==> src/core/slc_defines.vh <==
`ifndef SLC_DEFINES_VH
`define SLC_DEFINES_VH

// ----------------------------------------
// register indices (byte address = 4 * index)
// ----------------------------------------
`define SLC_IDX_LC_UPPER   7'h1c
`define SLC_IDX_RT_THR     7'h1d
`define SLC_IDX_CM_LOW     7'h1e
`define SLC_IDX_CM_HIGH    7'h1f
`define SLC_IDX_PWR_A      7'h20
`define SLC_IDX_PWR_B      7'h21
`define SLC_IDX_PWR_C      7'h22
`define SLC_IDX_LC_FILT    7'h23
`define SLC_IDX_RT_FILT    7'h24
`define SLC_IDX_THERM_A    7'h25
`define SLC_IDX_THERM_B    7'h26
`define SLC_IDX_THERM_C    7'h27
`define SLC_IDX_RING_BIAS  7'h28
`define SLC_IDX_OVH_VOLT   7'h29
`define SLC_IDX_RSVD       7'h2a
`define SLC_IDX_LC_LOWER   7'h2b
`define SLC_IDX_SP_AMP     7'h63
`define SLC_IDX_SP_FRQ     7'h64
`define SLC_IDX_MK_AMP     7'h65
`define SLC_IDX_MK_FRQ     7'h66
`define SLC_IDX_FSK_RISE   7'h67
`define SLC_IDX_FSK_FALL   7'h68
`define SLC_IDX_CTRL       7'h70
`define SLC_IDX_STAT       7'h71

// ----------------------------------------
// storage slots
// ----------------------------------------
`define SLC_NSLOT          22
`define SLC_HI_SLOT        7'h10
`define SLC_S_LC_UPPER     0
`define SLC_S_RT_THR       1
`define SLC_S_CM_LOW       2
`define SLC_S_CM_HIGH      3
`define SLC_S_OVH_VOLT     13
`define SLC_S_LC_LOWER     15
`define SLC_S_SP_AMP       16
`define SLC_S_SP_FRQ       17
`define SLC_S_MK_AMP       18
`define SLC_S_MK_FRQ       19
`define SLC_S_FSK_RISE     20
`define SLC_S_FSK_FALL     21

// ----------------------------------------
// control and status bits
// ----------------------------------------
`define SLC_CTL_HYST       0
`define SLC_CTL_OVR        4
`define SLC_CTL_FSK_ENHANCED_ENABLE      6
`define SLC_CTL_REL        7
`define SLC_CTL_MASK       8'hd1
`define SLC_ST_LOOP        0
`define SLC_ST_RTRIP       1
`define SLC_ST_SPEED       2
`define SLC_ST_FSK         3
`define SLC_ST_VOV_BAD     4
`define SLC_ST_LAST_BIT    5

// ----------------------------------------
// field limits
// ----------------------------------------
`define SLC_CONVERTER_OVERHEAD_VOLTAGE_MAX_LO   4'h6
`define SLC_CONVERTER_OVERHEAD_VOLTAGE_MAX_HI   4'h9

`endif

==> src/core/slc_regs.v <==
`timescale 1ns/1ps
`default_nettype none
`include "slc_defines.vh"

// Contract
// - upper bound is loop-closure threshold with hysteresis
// - lower bound releases loop closure under hysteresis
// - ring trip compares current while ringing
// - negative common-mode speed-up threshold held
// - positive common-mode speed-up threshold held
// - either threshold exceeded selects wide bandwidth
// - fsk coefficients used only when enhanced
// - timer expiry loads space or mark coefficients
// - transitions apply rise or fall gain correction
module slc_regs #(
	parameter ADDR_W = 9,                 // byte address width
	parameter DATA_W = 16,                // indirect word width
	parameter THR_W  = 6,                 // threshold field width
	parameter VOV_W  = 4                  // overhead code width
) (
	input  wire                        ref_clk_i,
	input  wire                        srst_i,
	// avalon-mm slave
	input  wire [ADDR_W-1:0]           avs_address_i,
	input  wire                        avs_read_i,
	input  wire                        avs_write_i,
	input  wire [31:0]                 avs_writedata_i,
	input  wire [3:0]                  avs_byteenable_i,
	output wire [31:0]                 avs_readdata_o,
	output wire                        avs_waitrequest_o,
	// line measurements
	input  wire [THR_W-1:0]            loop_current_i,
	input  wire                        ringing_active_i,
	input  wire [THR_W-1:0]            cm_neg_level_i,
	input  wire [THR_W-1:0]            cm_pos_level_i,
	// oscillator one interface
	input  wire                        osc_one_active_timer_i,
	input  wire                        fsk_next_bit_i,
	input  wire [DATA_W-1:0]           osc_one_frequency_coeff_i,
	input  wire [DATA_W-1:0]           osc_one_amplitude_coeff_i,
	output wire                        osc_load_o,
	output wire [DATA_W-1:0]           osc_freq_o,
	output wire [DATA_W-1:0]           osc_amp_o,
	output wire                        gain_apply_o,
	output wire [DATA_W-1:0]           gain_corr_o,
	output wire                        fsk_active_o,
	// detector outputs
	output wire                        loop_closed_o,
	output wire                        ring_trip_o,
	output wire                        wide_bandwidth_o,
	output wire                        overhead_range_select_o,
	output wire [VOV_W-1:0]            min_overhead_voltage_code_o,
	output wire [`SLC_NSLOT*DATA_W-1:0] cfg_words_o
);

	// ----------------------------------------
	// declarations
	// ----------------------------------------
	reg  [DATA_W-1:0] mem_reg [0:`SLC_NSLOT-1];  // indirect words
	reg  [7:0]        ctrl_reg;                 // control bits
	reg               ack_reg;                  // answer cycle flag
	reg  [31:0]       rdata_reg;                // read data
	reg  [31:0]       rdata_next;               // read data mux
	reg               loop_reg;                 // loop closed
	reg               rtrip_reg;                // ring trip seen
	reg               speed_reg;                // wide bandwidth
	reg               vov_bad_reg;              // overhead code too big
	reg               osc_load_reg;             // oscillator load pulse
	reg  [DATA_W-1:0] osc_freq_reg;             // loaded frequency
	reg  [DATA_W-1:0] osc_amp_reg;              // loaded amplitude
	reg               gain_apply_reg;           // gain pulse
	reg  [DATA_W-1:0] gain_corr_reg;            // gain factor
	reg               last_bit_reg;             // previous fsk bit
	reg               in_lo;                    // low bank hit
	reg               in_hi;                    // high bank hit
	reg  [6:0]        slot_wide;                // slot before trim
	wire [6:0]        idx;                      // word index
	wire [4:0]        slot;                     // storage slot
	wire              hit_mem;                  // storage hit
	wire              req;                      // any request
	wire              wr_go;                    // write commits now
	wire [7:0]        stat;                     // status word
	wire              enh;                      // enhanced fsk mode
	wire [DATA_W-1:0] wr_word;                  // lane-merged data
	integer           i;                        // reset loop index

	// ----------------------------------------
	// storage map
	// ----------------------------------------
	// slot  index  word
	//  0    1ch    loop closure upper threshold
	//  1    1dh    ring trip threshold
	//  2    1eh    common-mode low speed-up
	//  3    1fh    common-mode high speed-up
	//  4    20h    power alarm threshold pair a
	//  5    21h    power alarm threshold pair b
	//  6    22h    power alarm threshold pair c
	//  7    23h    loop closure filter coefficient
	//  8    24h    ring trip filter coefficient
	//  9    25h    thermal pole pair a
	// 10    26h    thermal pole pair b
	// 11    27h    thermal pole pair c
	// 12    28h    ringing common-mode bias
	// 13    29h    converter overhead voltage
	// 14    2ah    reserved, never written
	// 15    2bh    loop closure lower threshold
	// 16    63h    fsk space amplitude
	// 17    64h    fsk space frequency
	// 18    65h    fsk mark amplitude
	// 19    66h    fsk mark frequency
	// 20    67h    fsk rise gain correction
	// 21    68h    fsk fall gain correction
	// slot 14 still has a flop word; it stays at zero and is only
	// kept so that the flat copy has no hole in it

	// ----------------------------------------
	// address decode
	// ----------------------------------------
	assign idx = avs_address_i[ADDR_W-1:2];

	// two banks map onto one slot range
	always @* begin
		in_lo = (idx >= `SLC_IDX_LC_UPPER) && (idx <= `SLC_IDX_LC_LOWER);
		in_hi = (idx >= `SLC_IDX_SP_AMP) && (idx <= `SLC_IDX_FSK_FALL);
		if (in_lo) begin
			slot_wide = idx - `SLC_IDX_LC_UPPER;
		end else if (in_hi) begin
			slot_wide = idx - `SLC_IDX_SP_AMP + `SLC_HI_SLOT;
		end else begin
			slot_wide = 7'h00;
		end
	end

	// outside both banks slot reads zero, but hit_mem stays low
	assign slot = slot_wide[4:0];
	// reserved slot is never stored and reads zero
	assign hit_mem = (in_lo && (idx != `SLC_IDX_RSVD)) || in_hi;

	// ----------------------------------------
	// bus handshake
	// ----------------------------------------
	// every access answers on its second cycle; simple and
	// fixed, at the price of one wait state per access
	// a request dropped in its wait cycle still raises ack, which answers a request made in the next cycle at once
	assign req               = avs_read_i | avs_write_i;
	assign avs_waitrequest_o = req & ~ack_reg;
	assign wr_go             = avs_write_i & ack_reg;
	assign avs_readdata_o    = rdata_reg;

	// ack rises for exactly one cycle per request
	always @(posedge ref_clk_i) begin
		if (srst_i) begin
			ack_reg <= 1'b0;
		end else begin
			ack_reg <= req & ~ack_reg;
		end
	end

	// ----------------------------------------
	// indirect word storage
	// ----------------------------------------
	// byte lanes 0 and 1 carry the 16-bit word
	// lanes 2 and 3 carry nothing here; their enables are ignored
	assign wr_word = {
		avs_byteenable_i[1] ? avs_writedata_i[15:8] : mem_reg[slot][15:8],
		avs_byteenable_i[0] ? avs_writedata_i[7:0]  : mem_reg[slot][7:0]
	};

	// words keep their value until rewritten; they are cleared at
	// reset only so simulation is defined, software must not rely on it
	always @(posedge ref_clk_i) begin
		if (srst_i) begin
			for (i = 0; i < `SLC_NSLOT; i = i + 1) begin
				mem_reg[i] <= {DATA_W{1'b0}};
			end
		end else if (wr_go && hit_mem) begin
			mem_reg[slot] <= wr_word;
		end
	end

	// flat copy of every word for the analog side
	genvar g;
	generate
		for (g = 0; g < `SLC_NSLOT; g = g + 1) begin : g_cfg
			assign cfg_words_o[g*DATA_W +: DATA_W] = mem_reg[g];
		end
	endgenerate

	// ----------------------------------------
	// control register
	// ----------------------------------------
	// only defined bits are writable; others stay zero
	// lane 0 alone gates it; a write without lane 0 changes nothing
	always @(posedge ref_clk_i) begin
		if (srst_i) begin
			ctrl_reg <= 8'h00;
		end else if (wr_go && (idx == `SLC_IDX_CTRL) && avs_byteenable_i[0]) begin
			ctrl_reg <= avs_writedata_i[7:0] & `SLC_CTL_MASK;
		end
	end

	// ----------------------------------------
	// read path
	// ----------------------------------------
	assign stat = {2'b00, last_bit_reg, vov_bad_reg, enh, speed_reg, rtrip_reg, loop_reg};

	// status is read-only; a write to its index matches no target
	// unmapped and reserved words read as zero
	always @* begin
		rdata_next = 32'h00000000;
		if (hit_mem) begin
			rdata_next = {16'h0000, mem_reg[slot]};
		end else if (idx == `SLC_IDX_CTRL) begin
			rdata_next = {24'h000000, ctrl_reg};
		end else if (idx == `SLC_IDX_STAT) begin
			rdata_next = {24'h000000, stat};
		end
	end

	// data is caught in the wait cycle, stands in the answer cycle
	// and holds until the next read, so a late sampler still sees it
	always @(posedge ref_clk_i) begin
		if (srst_i) begin
			rdata_reg <= 32'h00000000;
		end else if (avs_read_i && !ack_reg) begin
			rdata_reg <= rdata_next;
		end
	end

	// ----------------------------------------
	// loop closure detector
	// ----------------------------------------
	// with hysteresis the flag sets above the upper bound and
	// clears only below the lower bound, so a noisy loop near one
	// threshold does not chatter
	always @(posedge ref_clk_i) begin
		if (srst_i) begin
			loop_reg <= 1'b0;
		end else if (ctrl_reg[`SLC_CTL_HYST]) begin
			if (loop_current_i > mem_reg[`SLC_S_LC_UPPER][THR_W-1:0]) begin
				loop_reg <= 1'b1;
			end else if (loop_current_i < mem_reg[`SLC_S_LC_LOWER][THR_W-1:0]) begin
				loop_reg <= 1'b0;
			end
		end else begin
			// single threshold when hysteresis is off
			loop_reg <= loop_current_i > mem_reg[`SLC_S_LC_UPPER][THR_W-1:0];
		end
	end

	// ----------------------------------------
	// ring trip detector
	// ----------------------------------------
	// only meaningful while the ringer runs
	// the flag drops when ringing stops; a user must latch it
	always @(posedge ref_clk_i) begin
		if (srst_i) begin
			rtrip_reg <= 1'b0;
		end else begin
			rtrip_reg <= ringing_active_i &&
				(loop_current_i > mem_reg[`SLC_S_RT_THR][THR_W-1:0]);
		end
	end

	// ----------------------------------------
	// common-mode speed-up
	// ----------------------------------------
	// either side over its limit widens the dc loop
	// no hysteresis: the flag follows the levels every cycle
	always @(posedge ref_clk_i) begin
		if (srst_i) begin
			speed_reg <= 1'b0;
		end else begin
			speed_reg <= (cm_neg_level_i > mem_reg[`SLC_S_CM_LOW][THR_W-1:0]) ||
			             (cm_pos_level_i > mem_reg[`SLC_S_CM_HIGH][THR_W-1:0]);
		end
	end

	assign wide_bandwidth_o = speed_reg;

	// ----------------------------------------
	// converter overhead code check
	// ----------------------------------------
	// the code is passed on unchanged; an out-of-range code is only
	// flagged in status, because clamping would hide a software fault
	always @(posedge ref_clk_i) begin
		if (srst_i) begin
			vov_bad_reg <= 1'b0;
		end else if (ctrl_reg[`SLC_CTL_OVR]) begin
			vov_bad_reg <= mem_reg[`SLC_S_OVH_VOLT][VOV_W-1:0] > `SLC_CONVERTER_OVERHEAD_VOLTAGE_MAX_HI;
		end else begin
			vov_bad_reg <= mem_reg[`SLC_S_OVH_VOLT][VOV_W-1:0] > `SLC_CONVERTER_OVERHEAD_VOLTAGE_MAX_LO;
		end
	end

	assign overhead_range_select_o     = ctrl_reg[`SLC_CTL_OVR];
	assign min_overhead_voltage_code_o = mem_reg[`SLC_S_OVH_VOLT][VOV_W-1:0];

	// ----------------------------------------
	// enhanced fsk coefficient loader
	// ----------------------------------------
	// enhanced mode needs both the enable and the reload bit
	assign enh = ctrl_reg[`SLC_CTL_FSK_ENHANCED_ENABLE] & ctrl_reg[`SLC_CTL_REL];

	// each timer expiry loads oscillator one; outside enhanced mode
	// the normal coefficients pass through untouched
	always @(posedge ref_clk_i) begin
		if (srst_i) begin
			osc_load_reg <= 1'b0;
			osc_freq_reg <= {DATA_W{1'b0}};
			osc_amp_reg  <= {DATA_W{1'b0}};
		end else begin
			osc_load_reg <= osc_one_active_timer_i;
			if (osc_one_active_timer_i) begin
				if (enh && fsk_next_bit_i) begin
					osc_freq_reg <= mem_reg[`SLC_S_MK_FRQ];
					osc_amp_reg  <= mem_reg[`SLC_S_MK_AMP];
				end else if (enh) begin
					osc_freq_reg <= mem_reg[`SLC_S_SP_FRQ];
					osc_amp_reg  <= mem_reg[`SLC_S_SP_AMP];
				end else begin
					osc_freq_reg <= osc_one_frequency_coeff_i;
					osc_amp_reg  <= osc_one_amplitude_coeff_i;
				end
			end
		end
	end

	// ----------------------------------------
	// fsk transition gain correction
	// ----------------------------------------
	// a bit change at an expiry picks the factor for its direction;
	// repeated bits leave the last factor and give no pulse
	// the last bit starts at zero, so a first mark counts as a rise
	always @(posedge ref_clk_i) begin
		if (srst_i) begin
			last_bit_reg   <= 1'b0;
			gain_apply_reg <= 1'b0;
			gain_corr_reg  <= {DATA_W{1'b0}};
		end else begin
			gain_apply_reg <= 1'b0;
			if (osc_one_active_timer_i && enh) begin
				last_bit_reg <= fsk_next_bit_i;
				if (fsk_next_bit_i != last_bit_reg) begin
					gain_apply_reg <= 1'b1;
					if (fsk_next_bit_i) begin
						gain_corr_reg <= mem_reg[`SLC_S_FSK_RISE];
					end else begin
						gain_corr_reg <= mem_reg[`SLC_S_FSK_FALL];
					end
				end
			end
		end
	end

	// ----------------------------------------
	// output wiring
	// ----------------------------------------
	// every output comes straight from a flip-flop except fsk_active_o, the AND of two control bits, and avs_waitrequest_o, decoded from req and ack
	assign osc_load_o    = osc_load_reg;
	assign osc_freq_o    = osc_freq_reg;
	assign osc_amp_o     = osc_amp_reg;
	assign gain_apply_o  = gain_apply_reg;
	assign gain_corr_o   = gain_corr_reg;
	assign fsk_active_o  = enh;
	assign loop_closed_o = loop_reg;
	assign ring_trip_o   = rtrip_reg;

endmodule // slc_regs

`default_nettype wire

==> config.mk <==
export PLATFORM = sky130hd
export DESIGN_NAME = slc_regs
export DESIGN_NICKNAME = d
export VERILOG_FILES = /design/src/core/slc_regs.v
export VERILOG_INCLUDE_DIRS = /design/src /design/src/core
export SDC_FILE = /design/constraint.sdc
export NUM_CORES = 1
export LEC_CHECK = 0
export ABC_CLOCK_PERIOD_IN_PS = 5500
export BUFFER_PORTS_ARGS = -buffer_cell sky130_fd_sc_hd__buf_2
export CAP_MARGIN = 40
export CORE_UTILIZATION = 45
export CTS_CLUSTER_SIZE = 25
export DETAILED_ROUTE_END_ITERATION = 10
export PLACE_DENSITY = 0.7
export SLEW_MARGIN = 20
export SYNTH_ARGS = -nofsm -noshare
export SYNTH_HDL_FRONTEND = slang
export SYNTH_SLANG_ARGS = --single-unit
==> constraint.sdc <==
create_clock -name ref_clk_i -period 5.5 [get_ports ref_clk_i]
set_clock_uncertainty 0.1 [all_clocks]
set_input_delay 1.375 -clock ref_clk_i [delete_from_list [all_inputs] [get_ports ref_clk_i]]
set_output_delay 1.375 -clock ref_clk_i [all_outputs]
set_load 0.03 [all_outputs]
* After elaboration in Yosys (flattened, before gate mapping) *
Memory sizes are Yosys's and may differ from the RTL's.
Cells that the tools add are included.
Widths: inputs -> output; s select.

storage, ports and cells
  memories = 1
  input bits = 102
  register bits after elaboration = 92
  bits in writable memories = 352
  output and inout port bits = 444

operators by class
  add/subtract/negate cells = 3
  bitwise gates (word level) = 6
  equal/unequal tests = 5
  reduce and logical (&&, ||, !) cells = 16
  order comparisons = 11
  mux-type cells = 25

memory list
  memory   depth  bits a word  read ports  clocked after Yosys merged registers in  write ports  line           RTL
  mem_reg  22     16           23          0                                        22           slc_regs.v:59  reg [DATA_W-1:0] mem_reg [0:`SLC_NSLOT-1];

operators by type and width
  operator             number
  $mux 16              7
  $gt 6x6->1           4
  $mux 8               3
  $reduce_or 16->1     1
  $mux 5               3
  $eq 7x7->1 const B   2
  $mux 1               11
  $logic_and 1x1->1    10
  $ge 7x5->1 const B   1
  $ge 7x7->1 const B   1
  $le 7x6->1 const B   1
  $le 7x7->1 const B   1
  $ne 7x6->1 const B   1
  $lt 6x6->1           1
  $mux 6               1
  $add 5x5->5 const B  1
  $sub 5x2->5 const B  1
  $sub 5x5->5 const B  1
  $gt 4x3->1 const B   1
  $gt 4x4->1 const B   1
  $and 1x1->1          3
  $ne 3x1->1 const B   1
  $logic_or 1x1->1     2
  $not 1->1            2
  5 further kinds      5

* Longest topological paths before layout *
  depth after elaboration = 10
  mapped depth = 18
  mapped depth without buffers = 11

* Worst setup path before layout *
No wires, ideal clock.

  path type = input -> register
  start = input port avs_address_i[2]
  end = memory mem_reg[23][0] (enable)
  buffers on the path = 6
  required time = 4.970 ns
  setup slack = 0.058 ns
  arrival time = 4.912 ns
  cell stages on the path = 12
  cell sequence = buf_6 -> inv_1 -> clkbuf_1 -> ha_1 -> a22oi_2 -> or3_1 -> clkbuf_1 -> o211a_1 -> buf_2 -> buf_6 -> clkbuf_1 -> nor4_1

RTL lines
  what             line           RTL
  start, declared  slc_regs.v:24  input wire [ADDR_W-1:0] avs_address_i,
  end, declared    slc_regs.v:59

==> key figures <==
Synthesis
  – Register area share after synthesis: 61.85%
  – Top FF cell, synth: edfxtp_1
  – Post-synth EDFFs: 512
  – Synthesized flop and latch total: 588
  – Avg Cell Area, Syn: 11.21 um2
  – Gate Count Post-Synth: 2438
  – Post-Syn Area: 27320 um2
  – Synth warn: 0
  – FFs w/ async S/R, synth: 0%
  – Yosys cell types: 84

Power
  – Sw frac: 27.33%
  – Internal Power: 7.805 mW
  – Peak supply drop: 0.2475 mV
  – Clk pwr share: 38.8%
  – P_leak: 14.29 nW
  – Comb pwr share: 13.8%
  – Final Total Pwr: 10.74 mW
  – PD cells: 316.0 nW/um2
  – Net Sw Power: 2.936 mW
  – Sequential Power Share: 47.3%

Finish
  – Share of layout cells above drive strength 1: 28.82%
  – Register Area: 16900 um2
  – Commonest non-fill, non-tap cell in the layout: edfxtp_1
  – Syn-to-layout area delta: 24.42%
  – Max FFs per register: 512
  – Finished Cell Area: 33990 um2
  – Most frequent cells in the layout: edfxtp_1 (512), buf_2 (509), nor2_1 (439)
  – Fillers: 5011
  – Final Non-Filler Cells: 3864
  – Nets: 3175
  – Multi-input gate area: 9293 um2

Floorplan
  – Initial cell density of the core: 45.94%
  – Row cnt: 89
  – Die height: 248.4 um
  – Total core area: 59460 um2
  – Die Footprint: 61700 um2
  – Io pins: 546
  – Die Width: 248.4 um

STA
  – Slew headroom: 40.15%
  – Setup TNS: 0 ns
  – Final setup vio count: 0
  – Slew of the pin with the lowest slew margin: 0.8978 ns
  – F_max: 200.2 MHz
  – Final worst path period need: 4.995 ns
  – Max Slew Vio Count: 0
  – Unrepaired setup endpoints after global routing: no
  – Period utilisation layout: 90.83%
  – Post-layout worst setup margin: 0.5045 ns
  – Final hold vios: 0

Route
  – Residual DRC: 0
  – Detailed Route Iter0 Violations: 3549
  – Vias/cell: 6.170
  – First-pass DRT Iterations: 6
  – DRT antenna net count: 0
  – Via Count: 23.84k
  – Avg WL per Cell: 28.97 um
  – Final WL: 112000 um

Flow run
  – Max capacitance violation total: 0

Global route
  – Vias in the first global route: 21.96k
  – Total congestion overflow: 0
  – GRT Overall Usage: 35.25%
  – Initial antenna violation count: 6
  – First-pass GRT wire length: 154300 um
  – Largest net degree at the start of global routing: 70

Placement
  – DP Worst Slack: -0.01057 ns
  – Port Buf Inserts: 509
  – Detailed Place HPWL: 82220 um
  – Gpl congestion: 0.9627
  – Placed cell count: 3747
  – Post-Place Cell Area: 31960 um2

Clock network
  – Post-CTS Repair Setup Buffers: 0
  – Clock latency on the worst-skew pair: 0.65 ns
  – Root Driver: clkbuf_16
  – Cts hold-fix bufs: 0
  – CTS tree: built
  – Num CTS Buffers: 59
  – CTS Buffer Depth: 3
  – Clk sinks: 588
  – Clk pin slew, worst setup/hold paths: 0.06 ns
  – CTS resizes: 0
  – H-tree levels: 2

Setup path
  – Startpoint types: input pin
  – CP endpoint kind: flop
  – Critical path peak fanout: 25
  – CP Class: input pin to flop
  – R2R setup slack: 2.61 ns
  – Crit path DAT: 5.24 ns
  – Worst EP required: 5.75 ns

Hold path
  – Hold WC Path Type: flop to flop

Status
  – Status: complete, no violations
-- metal layers --
metal	wire length [um]	track usage, %	share of wire [%]	up-vias
li1	-	-	-	9970
met1	41340	48.48	37	11600
met2	49780	53.77	44	2015
met3	16280	8.608	15	259
met4	4557	13.56	4.1	0
met5	0	0	0	-
-- critical path, stage by stage --
cell and delay (ns):
buf_2 0.13, buf_4 0.19, ha_1 0.26, a22oi_2 0.32, or3_1 0.35, a21oi_2 0.11
or2_1 0.26, buf_4 0.26, a22o_1 0.30, o21ai_1 0.41, buf_4 0.24, o2111ai_1 0.10
buf_4 0.19, o31ai_4 0.25, buf_12 0.27, inv_2 0.17
-- layout make-up --
| type | count | share of cell area, % |
|---|---|---|
| flip-flops and latches | 588 | 49.71 |
| inverters | 55 | 0.6074 |
| clock buffers | 79 | 4.878 |
| well taps | 773 | 2.846 |
| multi-input cells | 1603 | 27.34 |
| diodes | 3 | 0.02209 |
| repair buffers | 730 | 13.62 |
| clock inverters | 33 | 0.9792 |
-- cell families after synthesis --
logic type | Yosys count | synth area share, %
buf+inv | 262 | 4.827
fa+ha+maj | 36 | 1.649
simple gates | 1011 | 16.10
xor+xnor | 4 | 0.1283
compound gates | 428 | 11.41
other cells | 1 | 0.01373
mux | 108 | 4.021
flops | 588 | 61.85
-- stage by stage --
stage / util, % / hold slack (ns)
after global routing: 57.16 / 0.3782
after detailed placement: 53.75 / 0.3322
after CTS: 57.09 / 0.3408
after floorplan: - / 0.3573
after global placement: 53.60 / 0.3328
final: 57.16 / 0.3394
-- final timing paths --
path,start,cells past startpoint,endpoint
min,avs_readdata_o[14],2,avs_readdata_o[14]
max,avs_address_i[5],16,mem_reg[24][4]
max reg2reg,mem_reg[5][10],7,mem_reg[13][10]
min reg2reg,avs_readdata_o[14],2,avs_readdata_o[14]
-- power by group through the flow --
stage	Clock [mW]	Sequential, mW	Combinational (mW)
finish	4.17	5.08	1.49
global placement	0	5.17	1.42
detailed placement	0	5.17	1.44
CTS	4.17	5.08	1.45
floorplan	0	5.35	0.577
global route	4.34	5.09	1.53
-- synthesized netlist by cell type (46+ instances only) --
cell	n	area, um2
nor2_1	440	1652
a21oi_1	66	330.3
edfxtp_1	512	15370
dfxtp_1	76	1521
clkbuf_1	83	311.6
a22o_1	62	543.0
o21ai_0	120	600.6
buf_2	52	260.3
nand3_1	103	515.5
buf_4	46	345.3
nand2_1	281	1055
mux2i_1	105	1051
Note: power is estimated with default switching activity, not from simulation.
